`src/rtl/sac_consts.svh`:
```
/*
  Named offsets, bit positions, reset values and timing counts of the converter control.
  Assumes inclusion by bare name from rtl files.
*/
`ifndef SAC_CONSTS_SVH
`define SAC_CONSTS_SVH

// Register indexes; byte address is four times the index
`define SAC_IDX_PCFG 8'hae
`define SAC_IDX_MODE 8'hb1
`define SAC_IDX_RESH 8'hb2
`define SAC_IDX_CKR 8'hb3
`define SAC_IDX_IRQ 8'hb4

// Mode register fields
`define SAC_M_EN 7
`define SAC_M_GO 6
`define SAC_M_DONE 5
`define SAC_M_GATE 4
`define SAC_M_REF 3
`define SAC_M_SEL_HI 2
`define SAC_MODE_RST 8'h20

// Clock and resolution register fields
`define SAC_C_4V 7
`define SAC_C_CKS1 6
`define SAC_C_RES 5
`define SAC_C_CKS0 4

// Interrupt register fields
`define SAC_I_FLAG 0
`define SAC_I_EN 1

// Divider factors per select code
`define SAC_DIV_00 5'h10
`define SAC_DIV_01 5'h08
`define SAC_DIV_10 5'h01
`define SAC_DIV_11 5'h02

// Conversion length in quarter-rate periods, and converter ticks per period
`define SAC_PER_12 7'h10
`define SAC_PER_8 7'h0c
`define SAC_QUARTER 7'h04

`endif

```
`src/rtl/sac_pkg.sv`:
```
/*
  Types and shared decoding for the converter control.
  Assumes the constants header is on the include path.
*/
`include "sac_consts.svh"

package sac_pkg;
  typedef enum logic [1:0] {
    SAC_IDLE = 2'b01,
    SAC_CONV = 2'b10
  } sac_state_t;

  typedef logic [1:0] sac_cks_t;

  function automatic logic [4:0] sac_div_factor(input sac_cks_t cks);
    logic [4:0] f;
    f = `SAC_DIV_00;
    unique case (cks)
      2'h0: f = `SAC_DIV_00;
      2'h1: f = `SAC_DIV_01;
      2'h2: f = `SAC_DIV_10;
      2'h3: f = `SAC_DIV_11;
    endcase
    return f;
  endfunction : sac_div_factor
endpackage : sac_pkg

```
`src/rtl/sac_clk_div.sv`:
```
/*
  Converter clock divider: one-cycle tick at the selected fraction of sys_clk.
  Assumes run is low between conversions so that each conversion starts aligned.
*/
`timescale 1ns/100ps
`include "sac_consts.svh"

module sac_clk_div (
  input wire logic sys_clk,
  input wire logic nrst,
  input wire logic run,
  input wire sac_pkg::sac_cks_t cks,
  output logic tick
);
  import sac_pkg::*;

  logic [4:0] cnt_q;
  logic [4:0] lim;

  assign lim = sac_div_factor(cks) - 5'h01;
  assign tick = run && (cnt_q == lim);

  // Restarting at each conversion keeps the length exact for every divider
  always_ff @(posedge sys_clk or negedge nrst) begin
    if (!nrst) begin
      cnt_q <= 5'h00;
    end else if (!run || tick) begin
      cnt_q <= 5'h00;
    end else begin
      cnt_q <= cnt_q + 5'h01;
    end
  end
endmodule : sac_clk_div

```
`src/rtl/sac_top.sv`:
```
/*
  Converter control: Avalon-MM register slave, start/done sequencing, channel
  gating, resolution, reference and pin configuration, and completion interrupt.
  Assumes the analog core presents its result on core_result by completion.
*/
//Contract
//- 12-bit: sixteen quarter-rate periods, start to done
//- 8-bit: twelve quarter-rate periods, start to done
//- Divider select: 16, 8, 1, 2
//- Resolution bit 5: 0 eight, 1 twelve
//- Input codes 0-6 pins, 7 op-amp
//- Gate bit connects selected input; set last
//- Enabled start begins; start self-clears at end
//- Done low while busy, high after; resets 1
//- Completion sets done, irq flag, result
//- Flag with enable raises interrupt request
//- Enable bit powers converter; zero disables
//- Reference bit: supply or internal 4V
//- Analog-only bit isolates pin digital path
//- At most one pin connected at once
//- 8-bit fills high byte; 12-bit adds nibble
//- Writing start clears done at once
`timescale 1ns/100ps
`include "sac_consts.svh"

module sac_top (
  input wire logic sys_clk,
  input wire logic nrst,
  input wire logic [9:0] avs_address,
  input wire logic avs_read,
  input wire logic avs_write,
  input wire logic [31:0] avs_writedata,
  input wire logic [3:0] avs_byteenable,
  output logic [31:0] avs_readdata,
  output logic avs_waitrequest,
  input wire logic [11:0] core_result,
  output logic [7:0] analog_connect_q,
  output logic [6:0] port_analog_only_bits_q,
  output logic converter_power_enable_q,
  output logic high_ref_select_q,
  output logic ref4v_power_q,
  output logic converter_irq_q
);
  import sac_pkg::*;

  sac_state_t state_q;
  logic convert_go_q;
  logic done_q;
  logic channel_gate_enable_q;
  logic [2:0] input_select_q;
  sac_cks_t cks_q;
  logic resolution_select_q;
  logic [7:0] result_high_byte_q;
  logic [3:0] result_low_q;
  logic converter_irq_flag_q;
  logic converter_irq_enable_q;
  logic [6:0] tick_cnt_q;
  logic [7:0] idx;
  logic [7:0] wd;
  logic wr_ok;
  logic wr_mode;
  logic wr_ckr;
  logic wr_irq;
  logic start;
  logic abort;
  logic fin;
  logic tick;
  logic [6:0] conv_ticks;
  logic [7:0] rd_mux;

  assign idx = avs_address[9:2];
  assign wd = avs_writedata[7:0];
  // A write lands only at the edge where waitrequest is seen low
  assign wr_ok = avs_write && !avs_waitrequest && avs_byteenable[0];
  assign wr_mode = wr_ok && (idx == `SAC_IDX_MODE);
  assign wr_ckr = wr_ok && (idx == `SAC_IDX_CKR);
  assign wr_irq = wr_ok && (idx == `SAC_IDX_IRQ);

  assign start = wr_mode && wd[`SAC_M_EN] && wd[`SAC_M_GO] && (state_q == SAC_IDLE);
  assign abort = wr_mode && !wd[`SAC_M_EN] && (state_q == SAC_CONV);
  assign conv_ticks = resolution_select_q ? 7'(`SAC_PER_12 * `SAC_QUARTER)
                                          : 7'(`SAC_PER_8 * `SAC_QUARTER);
  assign fin = (state_q == SAC_CONV) && tick && (tick_cnt_q == conv_ticks - 7'h01);

  sac_clk_div u_div (
    .sys_clk(sys_clk),
    .nrst(nrst),
    .run(state_q == SAC_CONV),
    .cks(cks_q),
    .tick(tick)
  );

  // Bus handshake: one wait cycle, then the answer edge
  always_ff @(posedge sys_clk or negedge nrst) begin
    if (!nrst) begin
      avs_waitrequest <= 1'b1;
    end else begin
      avs_waitrequest <= !(avs_waitrequest && (avs_read || avs_write));
    end
  end

  always_comb begin
    rd_mux = 8'h00;
    unique case (idx)
      `SAC_IDX_MODE: rd_mux = {converter_power_enable_q, convert_go_q, done_q,
                               channel_gate_enable_q, high_ref_select_q, input_select_q};
      `SAC_IDX_RESH: rd_mux = result_high_byte_q;
      `SAC_IDX_CKR: rd_mux = {ref4v_power_q, cks_q[1], resolution_select_q, cks_q[0],
                              result_low_q};
      `SAC_IDX_IRQ: rd_mux = {6'h00, converter_irq_enable_q, converter_irq_flag_q};
      default: rd_mux = 8'h00; // Write-only config and unmapped words read zero
    endcase
  end

  always_ff @(posedge sys_clk or negedge nrst) begin
    if (!nrst) begin
      avs_readdata <= 32'h0000_0000;
    end else if (avs_waitrequest && avs_read) begin
      avs_readdata <= {24'h00_0000, rd_mux};
    end
  end

  // Static configuration fields
  always_ff @(posedge sys_clk or negedge nrst) begin
    if (!nrst) begin
      converter_power_enable_q <= 1'(`SAC_MODE_RST >> `SAC_M_EN);
      channel_gate_enable_q <= 1'b0;
      high_ref_select_q <= 1'b0;
      input_select_q <= 3'h0;
    end else if (wr_mode) begin
      converter_power_enable_q <= wd[`SAC_M_EN];
      channel_gate_enable_q <= wd[`SAC_M_GATE];
      high_ref_select_q <= wd[`SAC_M_REF];
      input_select_q <= wd[`SAC_M_SEL_HI:0];
    end
  end

  always_ff @(posedge sys_clk or negedge nrst) begin
    if (!nrst) begin
      ref4v_power_q <= 1'b0;
      cks_q <= 2'h0;
      resolution_select_q <= 1'b0;
    end else if (wr_ckr) begin
      ref4v_power_q <= wd[`SAC_C_4V];
      cks_q <= {wd[`SAC_C_CKS1], wd[`SAC_C_CKS0]};
      resolution_select_q <= wd[`SAC_C_RES];
    end
  end

  always_ff @(posedge sys_clk or negedge nrst) begin
    if (!nrst) begin
      port_analog_only_bits_q <= 7'h00;
    end else if (wr_ok && (idx == `SAC_IDX_PCFG)) begin
      port_analog_only_bits_q <= wd[6:0];
    end
  end

  // Sequencer
  always_ff @(posedge sys_clk or negedge nrst) begin
    if (!nrst) begin
      state_q <= SAC_IDLE;
    end else begin
      unique case (state_q)
        SAC_IDLE: begin
          if (start) begin
            state_q <= SAC_CONV;
          end
        end
        SAC_CONV: begin
          if (fin || abort) begin
            state_q <= SAC_IDLE;
          end
        end
        default: state_q <= SAC_IDLE;
      endcase
    end
  end

  always_ff @(posedge sys_clk or negedge nrst) begin
    if (!nrst) begin
      tick_cnt_q <= 7'h00;
    end else if (state_q != SAC_CONV) begin
      tick_cnt_q <= 7'h00;
    end else if (tick) begin
      tick_cnt_q <= tick_cnt_q + 7'h01;
    end
  end

  always_ff @(posedge sys_clk or negedge nrst) begin
    if (!nrst) begin
      convert_go_q <= 1'b0;
    end else if (start) begin
      convert_go_q <= 1'b1;
    end else if (fin || abort) begin
      convert_go_q <= 1'b0;
    end
  end

  // Completion sets done even if software clears it in the same cycle
  always_ff @(posedge sys_clk or negedge nrst) begin
    if (!nrst) begin
      done_q <= 1'(`SAC_MODE_RST >> `SAC_M_DONE);
    end else if (fin) begin
      done_q <= 1'b1;
    end else if (start) begin
      done_q <= 1'b0;
    end else if (wr_mode && !wd[`SAC_M_GO] && (state_q == SAC_IDLE)) begin
      done_q <= wd[`SAC_M_DONE];
    end
  end

  always_ff @(posedge sys_clk or negedge nrst) begin
    if (!nrst) begin
      result_high_byte_q <= 8'h00;
      result_low_q <= 4'h0;
    end else if (fin) begin
      result_high_byte_q <= core_result[11:4];
      if (resolution_select_q) begin
        result_low_q <= core_result[3:0];
      end
    end
  end

  // Only software clears the flag; a completion in the same cycle wins
  always_ff @(posedge sys_clk or negedge nrst) begin
    if (!nrst) begin
      converter_irq_flag_q <= 1'b0;
      converter_irq_enable_q <= 1'b0;
    end else begin
      if (fin) begin
        converter_irq_flag_q <= 1'b1;
      end else if (wr_irq && !wd[`SAC_I_FLAG]) begin
        converter_irq_flag_q <= 1'b0;
      end
      if (wr_irq) begin
        converter_irq_enable_q <= wd[`SAC_I_EN];
      end
    end
  end

  always_ff @(posedge sys_clk or negedge nrst) begin
    if (!nrst) begin
      converter_irq_q <= 1'b0;
    end else begin
      converter_irq_q <= converter_irq_flag_q && converter_irq_enable_q;
    end
  end

  // One switch per source; a single select code keeps them mutually exclusive
  for (genvar g = 0; g < 8; g++) begin : g_conn
    always_ff @(posedge sys_clk or negedge nrst) begin
      if (!nrst) begin
        analog_connect_q[g] <= 1'b0;
      end else begin
        analog_connect_q[g] <= channel_gate_enable_q && (input_select_q == 3'(g));
      end
    end
  end

  // Checking helpers
  logic [15:0] cyc_q;
  logic [15:0] exp_len;

  assign exp_len = 16'(conv_ticks) * 16'(sac_div_factor(cks_q));

  always_ff @(posedge sys_clk or negedge nrst) begin
    if (!nrst) begin
      cyc_q <= 16'h0000;
    end else if (start) begin
      cyc_q <= 16'h0001;
    end else if (state_q == SAC_CONV) begin
      cyc_q <= cyc_q + 16'h0001;
    end
  end

  property p_conv_len;
    @(posedge sys_clk) disable iff (!nrst)
    fin |-> cyc_q == exp_len;
  endproperty
  a_conv_len: assert property (p_conv_len) else $error("conversion length wrong");

  property p_busy_done;
    @(posedge sys_clk) disable iff (!nrst)
    (state_q == SAC_CONV) |-> !done_q && convert_go_q;
  endproperty
  a_busy_done: assert property (p_busy_done) else $error("done high while busy");

  property p_finish;
    @(posedge sys_clk) disable iff (!nrst)
    fin |=> done_q && !convert_go_q && converter_irq_flag_q && (state_q == SAC_IDLE);
  endproperty
  a_finish: assert property (p_finish) else $error("completion effects missing");

  property p_irq;
    @(posedge sys_clk) disable iff (!nrst)
    converter_irq_flag_q && converter_irq_enable_q |=> converter_irq_q;
  endproperty
  a_irq: assert property (p_irq) else $error("interrupt not raised");

  property p_one_pin;
    @(posedge sys_clk) disable iff (!nrst)
    $onehot0(analog_connect_q) && ($past(channel_gate_enable_q) || analog_connect_q == 8'h00);
  endproperty
  a_one_pin: assert property (p_one_pin) else $error("bad input connection");

  property p_disabled_start;
    @(posedge sys_clk) disable iff (!nrst)
    wr_mode && wd[`SAC_M_GO] && !wd[`SAC_M_EN] && (state_q == SAC_IDLE)
      |=> (state_q == SAC_IDLE) && !convert_go_q && $stable(done_q);
  endproperty
  a_disabled_start: assert property (p_disabled_start) else $error("start while off");

  property p_start_clears;
    @(posedge sys_clk) disable iff (!nrst)
    start |=> !done_q ##1 !done_q;
  endproperty
  a_start_clears: assert property (p_start_clears) else $error("done not cleared");

  property p_res8;
    @(posedge sys_clk) disable iff (!nrst)
    fin && !resolution_select_q |=> $stable(result_low_q)
      && result_high_byte_q == $past(core_result[11:4]);
  endproperty
  a_res8: assert property (p_res8) else $error("8-bit result placement");

  property p_bus;
    @(posedge sys_clk) disable iff (!nrst)
    (avs_read || avs_write) && avs_waitrequest |=> !avs_waitrequest ##1 avs_waitrequest;
  endproperty
  a_bus: assert property (p_bus) else $error("bus answer timing");

  c_fin12: cover property (@(posedge sys_clk) disable iff (!nrst) fin && resolution_select_q);
  c_fin8: cover property (@(posedge sys_clk) disable iff (!nrst) fin && !resolution_select_q);
  c_abort: cover property (@(posedge sys_clk) disable iff (!nrst) abort);
  c_irq: cover property (@(posedge sys_clk) disable iff (!nrst) $rose(converter_irq_q));
endmodule : sac_top

```
`config.mk`:
```
export PLATFORM = sky130hd
export DESIGN_NAME = sac_top
export DESIGN_NICKNAME = d
export VERILOG_FILES = /design/src/rtl/sac_pkg.sv /design/src/rtl/sac_clk_div.sv /design/src/rtl/sac_top.sv
export VERILOG_INCLUDE_DIRS = /design/src /design/src/rtl
export SDC_FILE = /design/constraint.sdc
export NUM_CORES = 1
export LEC_CHECK = 0
export BUFFER_PORTS_ARGS = -buffer_cell sky130_fd_sc_hd__buf_2
export CORE_AREA = 5 5 91 85
export CTS_CLUSTER_DIAMETER = 30
export CTS_CLUSTER_SIZE = 25
export DETAILED_ROUTE_END_ITERATION = 6
export DIE_AREA = 0 0 96 90
export GPL_ROUTABILITY_DRIVEN = 0
export PLACE_DENSITY = 0.84
export SLEW_MARGIN = 40
export SYNTH_ARGS = -nofsm -noshare
export SYNTH_HDL_FRONTEND = slang
export SYNTH_SLANG_ARGS = --single-unit
```
`constraint.sdc`:
```
create_clock -name sys_clk -period 3.89 [get_ports sys_clk]
set_clock_uncertainty 0.2 [all_clocks]
set_input_delay 0.389 -clock sys_clk [delete_from_list [all_inputs] [get_ports sys_clk]]
set_output_delay 0.389 -clock sys_clk [all_outputs]
set_load 0.05 [all_outputs]
```
==> results of run 1 <==
how the worst max path moves through the flow:
stage                        start                    end  slack, ps  cells past startpoint
final                     cks_q[0]  result_high_byte_q[4]       1020                      7
after global routing      cks_q[0]  result_high_byte_q[4]        840                      7
after CTS                 cks_q[0]  result_high_byte_q[4]       1050                      7
after detailed placement  cks_q[0]  result_high_byte_q[3]       1070                      7
after global placement    cks_q[0]  result_high_byte_q[2]       1170                      7
after floorplan           cks_q[0]  result_high_byte_q[0]       1460                      7
report_power, final:
| part | internal, mW | switching, mW |
|---|---|---|
| Sequential | 0.681 | 0.00428 |
| Clock | 0.301 | 0.285 |
| Combinational | 0.0270 | 0.104 |
worst reg2reg max path, delay by kind of cell (launching register included):
kind | cells | cell delay (ps)
XOR/XNOR | 1 | 220
buffers and inverters | 1 | 250
flip-flops | 1 | 470
adder cells (fa/ha/maj) | 1 | 300
multiplexers | 1 | 360
AND/OR/NAND/NOR | 3 | 960
routing by layer:
layer	share of wire (%)	vias up	track usage (%)
li1	-	1084	-
met1	43	1129	22.9
met2	49	74	25.8
met3	6.7	10	4.76
met4	1.7	0	6.04
met5	0	-	0
state kept, by name, indices dropped and copies added, names as in the netlist, 3 cells and up:
name and flops:
u_div.cnt_q 5, input_select_q 3, result_low_q 4, avs_readdata 8, result_high_byte_q 8, analog_connect_q 8, tick_cnt_q 7, port_analog_only_bits_q 7
timing repair:
action / in CTS / in global routing
hold buffers: 1 / 0
hold endpoints to repair: 47 / 0
buffers inserted: 0 / 0
stage by stage:
step                instances  worst slack, ps
finish                    435             1020
global route              435              842
CTS                       435             1050
detailed placement        418             1070
global placement          418             1170
floorplan                 295             1460
logic make-up (layout without fill, tap and decap cells):
logic type	after synthesis	count (layout)	synth area share, %
adder cells (fa/ha/maj)	3	3	1.16
XOR/XNOR	7	7	1.89
AO/OA/AOI/OAI	39	39	8.63
buffers and inverters	34	81	6.86
other	1	24	0.115
flip-flops	65	65	50.2
AND/OR/NAND/NOR	86	86	18.3
multiplexers	37	37	12.9
cells in the mapped netlist, drive strengths merged, types with 2 or more instances:
cell    number  area [sq um]
mux2i        2          20.0
xnor2        5          43.8
nor4         5          76.3
dfstp        3          78.8
or4          5          37.5
nand4b       2          17.5
nor2b        5          31.3
o32a         2          20.0
clkbuf       3          11.3
a21oi        6          30.0
inv          2          7.51
nor3         8          51.3
and2         2          12.5
or3          4          25.0
nand2       13          48.8
nand4        4          25.0
nor3b        2          15.0
xor2         2          17.5
nand2b       7          43.8
o31ai        5          37.5
buf         29           204
a22oi        2          15.0
nor2        11          41.3
dfrtp       62          1550
nand3        7          35.0
o21ai        8          40.0
mux2        35           398
nand3b       2          27.5
ha           3          37.5
a22o        12           105
nor4b        2          38.8
layout make-up:
type,count,area [sq um],share of cell area (%)
Timing Repair Buffer,63,328,8.70
Sequential cell,65,1630,43.2
Tap cell,93,116,3.09
Clock inverter,7,77.6,2.06
Clock buffer,9,124,3.29
Multi-Input combinational cell,196,1490,39.4
Inverter,2,7.51,0.199
==> run metrics, run 1 <==
Min-Delay Startpoint avs_read; total of buffers placed on input and output ports 60; number of different library cells in the post-synthesis netlist 50; sum of internal, switching and leakage power 1.40 mW; first-pass GRT wire length 11400 um; startpoint of the worst-slack reg-to-reg timing path cks_q[0]; violation count after the first detailed-routing iteration 154; leakage 1.86 nW; post-CTS sizing 0; Critical Path RT 3910 ps; via total after detailed routing 2297; Finish-stage setup viols 0; share of the clock period used by the worst path after layout 73.9%; width of the die 96 um; dominant register cell in the synthesized netlist sky130_fd_sc_hd__dfrtp_1; maximum ir drop on the vdd rail 0.000338 V; sum of routed wire length over all layers 6960 um; critical path data arrival time roughly 2900 ps; number of nets in the finished design 402; final number of hold-violating endpoints 0; root cell of the clock tree sky130_fd_sc_hd__clkbuf_8; overall global routing resource usage 16.9%; half-perimeter wire length after detailed placement 5160 um; Synth async-reset ratio 100%; number of cells on the worst hold path 2; length in cells of the worst reg-to-reg path 7; clock latency on the worst-skew pair around 350 ps; Critical Path Slowest Stage Cell sky130_fd_sc_hd__dfrtp_1; initial antenna violation count 0; post-detailed-route count of antenna-violating nets 0; Seq/Total Area, Yosys 50.2%; number of filler cells placed in the layout between 500 and 600; number of design rule violations left after detail routing 0; average cell area after synthesis 11.9 sq um; fraction of layout instances using a drive strength above 1 36.8%; slowest stage delay, CP 470 ps; fmax 348 MHz; aggregate negative setup slack 0 ps; fin area 0.00377 sq mm; final core utilization 55.9%; standard-cell rows 29; combined area of all synthesized cells 0.00325 sq mm; worst slew margin relative to its limit 55.9%; CP Cell Sequence nand2b_1 > ha_1 > xor2_1 > nand3_1 > nor4_2 > buf_4 > mux2_2; initial core utilization 48.1%; startpoint type of the worst setup path register; terminus of the critical flop-to-flop path result_high_byte_q[4]; clock tree from TritonCTS yes; outcome finished, final reports clean; remaining global-route overflow 0; Reg2Reg Setup Slack 1020 ps; max-slew violation count 0; RSZ-0062 raised after global routing false; die area 0.00864 sq mm; Setup Crit Path Kind register to register; layout overhead on the synthesized area 16.1%; Wirelength per Cell 16.0 um; Worst Setup End Kind register; flops & latches, synth between 60 and 70; number of maximum-capacitance violations 0; Top delay family on crit path simple AND/OR/NAND/NOR gates; total placed instance area 0.00356 sq mm; I/O pins 114; yosys warns 0; die boundary height 90 um; via density per instance roughly 5.3; area of the core region between 0.006 and 0.007 sq mm; post-route worst hold slack 36.5 ps; CP max FO 12; vias in the first global route 2310; Antenna Diode Count 0; first-pass detailed-route iteration total 4; final critical-path required period 2870 ps; highest-count cells in the layout ignoring fill and taps sky130_fd_sc_hd__dfrtp_1, sky130_fd_sc_hd__buf_2, sky130_fd_sc_hd__mux2_2; clock-pin slew on the worst setup and hold paths 80 ps; total power per unit cell area between 300 and 400 mW/mm^2; count of mapped cells out of synthesis 272; leading cell type in the layout, fill and taps excluded sky130_fd_sc_hd__dfrtp_1; TritonCTS buffer count 9; maximum number of pins on one net before global-route repair 51; buffers plus inverters on the worst setup path 1; Post-synth EDFFs 0; class of the tightest hold or removal check input port to register; terminating pin of the worst hold path avs_waitrequest; count of clock tree sinks 65; Bufs on Longest Clock Path 2; worst-margin pin slew 656 ps; maximum level of the CTS H-tree 3
Note: power is estimated with default switching activity, not from simulation.
==> inputs of run 2 (changes only) <==
==> constraint.sdc (replaced) <==
create_clock -name sys_clk -period 2.76 [get_ports sys_clk]
set_clock_uncertainty 0.2 [all_clocks]
set_input_delay 0.276 -clock sys_clk [delete_from_list [all_inputs] [get_ports sys_clk]]
set_output_delay 0.276 -clock sys_clk [all_outputs]
set_load 0.05 [all_outputs]
==> run metrics, run 2 (synthesis gave the netlist of run 1 again) <==
Bufs on Longest Clock Path 2 (unchanged); via total after detailed routing 2410 (was 2297); number of design rule violations left after detail routing 0 (unchanged); Setup Crit Path Kind register to register (unchanged); Worst Setup End Kind register (unchanged); total power per unit cell area 520 mW/mm^2 (was 372 mW/mm^2); largest registers analog_connect_q (8), avs_readdata (8), result_high_byte_q (8) (unchanged); initial antenna violation count 0 (unchanged); area of the core region 0.00675 sq mm (unchanged); count of clock tree sinks 65 (unchanged); maximum level of the CTS H-tree 3 (unchanged); standard-cell rows 29 (unchanged); CP max FO 11 (was 12); sequential share of power 46.5% (was 48.9%); TritonCTS buffer count 9 (unchanged); width of the die 96 um (unchanged); overall global routing resource usage 16.8% (was 16.9%); worst-margin pin slew 578 ps (was 656 ps); number of maximum-capacitance violations 0 (unchanged); critical path data arrival time 2670 ps (was 2900 ps); sum of internal, switching and leakage power 2.08 mW (was 1.40 mW); die boundary height 90 um (unchanged); clock tree from TritonCTS yes (unchanged); via density per instance 5.31 (was 5.28); Wirelength per Cell 15.7 um (was 16.0 um); internal power component 1.55 mW (was 1.01 mW); leakage 1.95 nW (was 1.86 nW); fmax 378 MHz (was 348 MHz); worst slew margin relative to its limit 61.4% (was 55.9%); maximum number of pins on one net before global-route repair 34 (was 51); half-perimeter wire length after detailed placement 5170 um (was 5160 um); first-pass detailed-route iteration total 4 (unchanged); post-route worst hold slack 9.14 ps (was 36.5 ps); maximum ir drop on the vdd rail 0.000376 V (was 0.000338 V); aggregate negative setup slack 0 ps (unchanged); first-pass GRT wire length 11400 um (about the same); Antenna Diode Count 0 (unchanged); sum of routed wire length over all layers 7120 um (was 6960 um); max-slew violation count 0 (unchanged); final critical-path required period 2640 ps (was 2870 ps); vias in the first global route 2416 (was 2310); outcome finished, final reports clean (unchanged); clock-pin slew on the worst setup and hold paths 70 ps (was 80 ps); fraction of layout instances using a drive strength above 1 35.5% (was 36.8%); violation count after the first detailed-routing iteration 142 (was 154); die area 0.00864 sq mm (unchanged); number of nets in the finished design 421 (was 402); root cell of the clock tree sky130_fd_sc_hd__clkbuf_8 (unchanged); initial core utilization 48.1% (unchanged); number of post-CTS setup repair buffers 0 (unchanged); I/O pins 114 (unchanged); class of the tightest hold or removal check input port to register (unchanged); switching fraction of total power 25.2% (was 28.0%); leading cell type in the layout, fill and taps excluded sky130_fd_sc_hd__dfrtp_1 (unchanged); clock latency on the worst-skew pair 340 ps (was 350 ps); highest-count cells in the layout ignoring fill and taps sky130_fd_sc_hd__dfrtp_1, sky130_fd_sc_hd__buf_2, sky130_fd_sc_hd__mux2_2 (unchanged); startpoint type of the worst setup path register (unchanged); Critical Path RT 2790 ps (was 3910 ps); post-detailed-route count of antenna-violating nets 0 (unchanged); power dissipated by switching net loads 523 uW (was 393 uW); layout overhead on the synthesized area 22.9% (was 16.1%); Finish-stage setup viols 0 (unchanged); Clock Power Share 43.4% (was 41.8%); total of buffers placed on input and output ports 60 (unchanged); final number of hold-violating endpoints 0 (unchanged); RSZ-0062 raised after global routing false (unchanged); Comb pwr share 10.0% (was 9.4%); share of the clock period used by the worst path after layout 95.7% (was 73.9%); remaining global-route overflow 0 (unchanged)
[run 2: worst paths after layout]
check                                 start                     to  slack, ps  cells after the start
max                                cks_q[0]  result_high_byte_q[7]        120                      7
min                        avs_writedata[4]  channel_gate_enable_q          9                      2
max reg2reg                        cks_q[0]  result_high_byte_q[7]        120                      7
min reg2reg                 avs_readdata[0]        avs_readdata[0]        290                      2
max in group asynchronous              nrst             state_q[0]       1560                      3
min in group asynchronous              nrst         u_div.cnt_q[4]        210                      2
[run 2: layer usage]
layer | wire length (um) | vias up | share of wire [%] | GRT usage (%)
met2 | 3450 | 84 | 49 | 26.6
li1 | - | 1123 | - | -
met1 | 3100 | 1185 | 44 | 21.8
met4 | 172 | 0 | 2.4 | 7.23
met5 | 0 | - | 0 | 0
met3 | 389 | 18 | 5.5 | 3.76
[run 2: through the flow]
step / worst slack, ps / util [%] / instances / area (sq um)
2_1_floorplan: 328 / - / 295 / 3330
3_3_place_gp: 154 / 53.2 / 421 / 3590
3_5_place_dp: 123 / 53.2 / 421 / 3590
4_1_cts: 46.1 / 59.0 / 454 / 3980
5_1_grt: 34.6 / 59.1 / 454 / 3990
6_report: 118 / 59.1 / 454 / 3990
[run 2: area by class of cell]
| class | instances | area (sq um) |
|---|---|---|
| fillers | 550 | 2760 |
| flip-flops and latches | 65 | 1630 |
| multi-input cells | 196 | 1490 |
| repair buffers | 82 | 523 |
| clock buffers | 12 | 145 |
| well taps | 93 | 116 |
| clock inverters | 4 | 76.3 |
| inverters | 2 | 7.51 |
[run 2: timing repair]
| item | 4_1_cts | 5_1_grt |
|---|---|---|
| endpoints found under the hold margin | 49 | 0 |
| setup endpoints to repair | 0 | 14 |
| gates resized for setup | 0 | 1 |
| hold buffers | 17 | 0 |
[run 2: worst max-delay path, cell delays in order, from the launching register on]
cell,delay (ps)
sky130_fd_sc_hd__dfrtp_1,460
sky130_fd_sc_hd__nand2b_1,180
sky130_fd_sc_hd__ha_1,300
sky130_fd_sc_hd__xor2_1,270
sky130_fd_sc_hd__nand3_2,240
sky130_fd_sc_hd__nor4_2,290
sky130_fd_sc_hd__buf_4,240
sky130_fd_sc_hd__mux2_2,350
[run 2: power by group through the flow]
stage          Clock, mW  Sequential, mW  Combinational, mW
2_1_floorplan          0           0.998              0.134
3_3_place_gp           0           0.983              0.184
6_report           0.901           0.966              0.208
5_1_grt            0.963           0.966              0.222
4_1_cts            0.910           0.966              0.207
3_5_place_dp           0           0.984              0.186
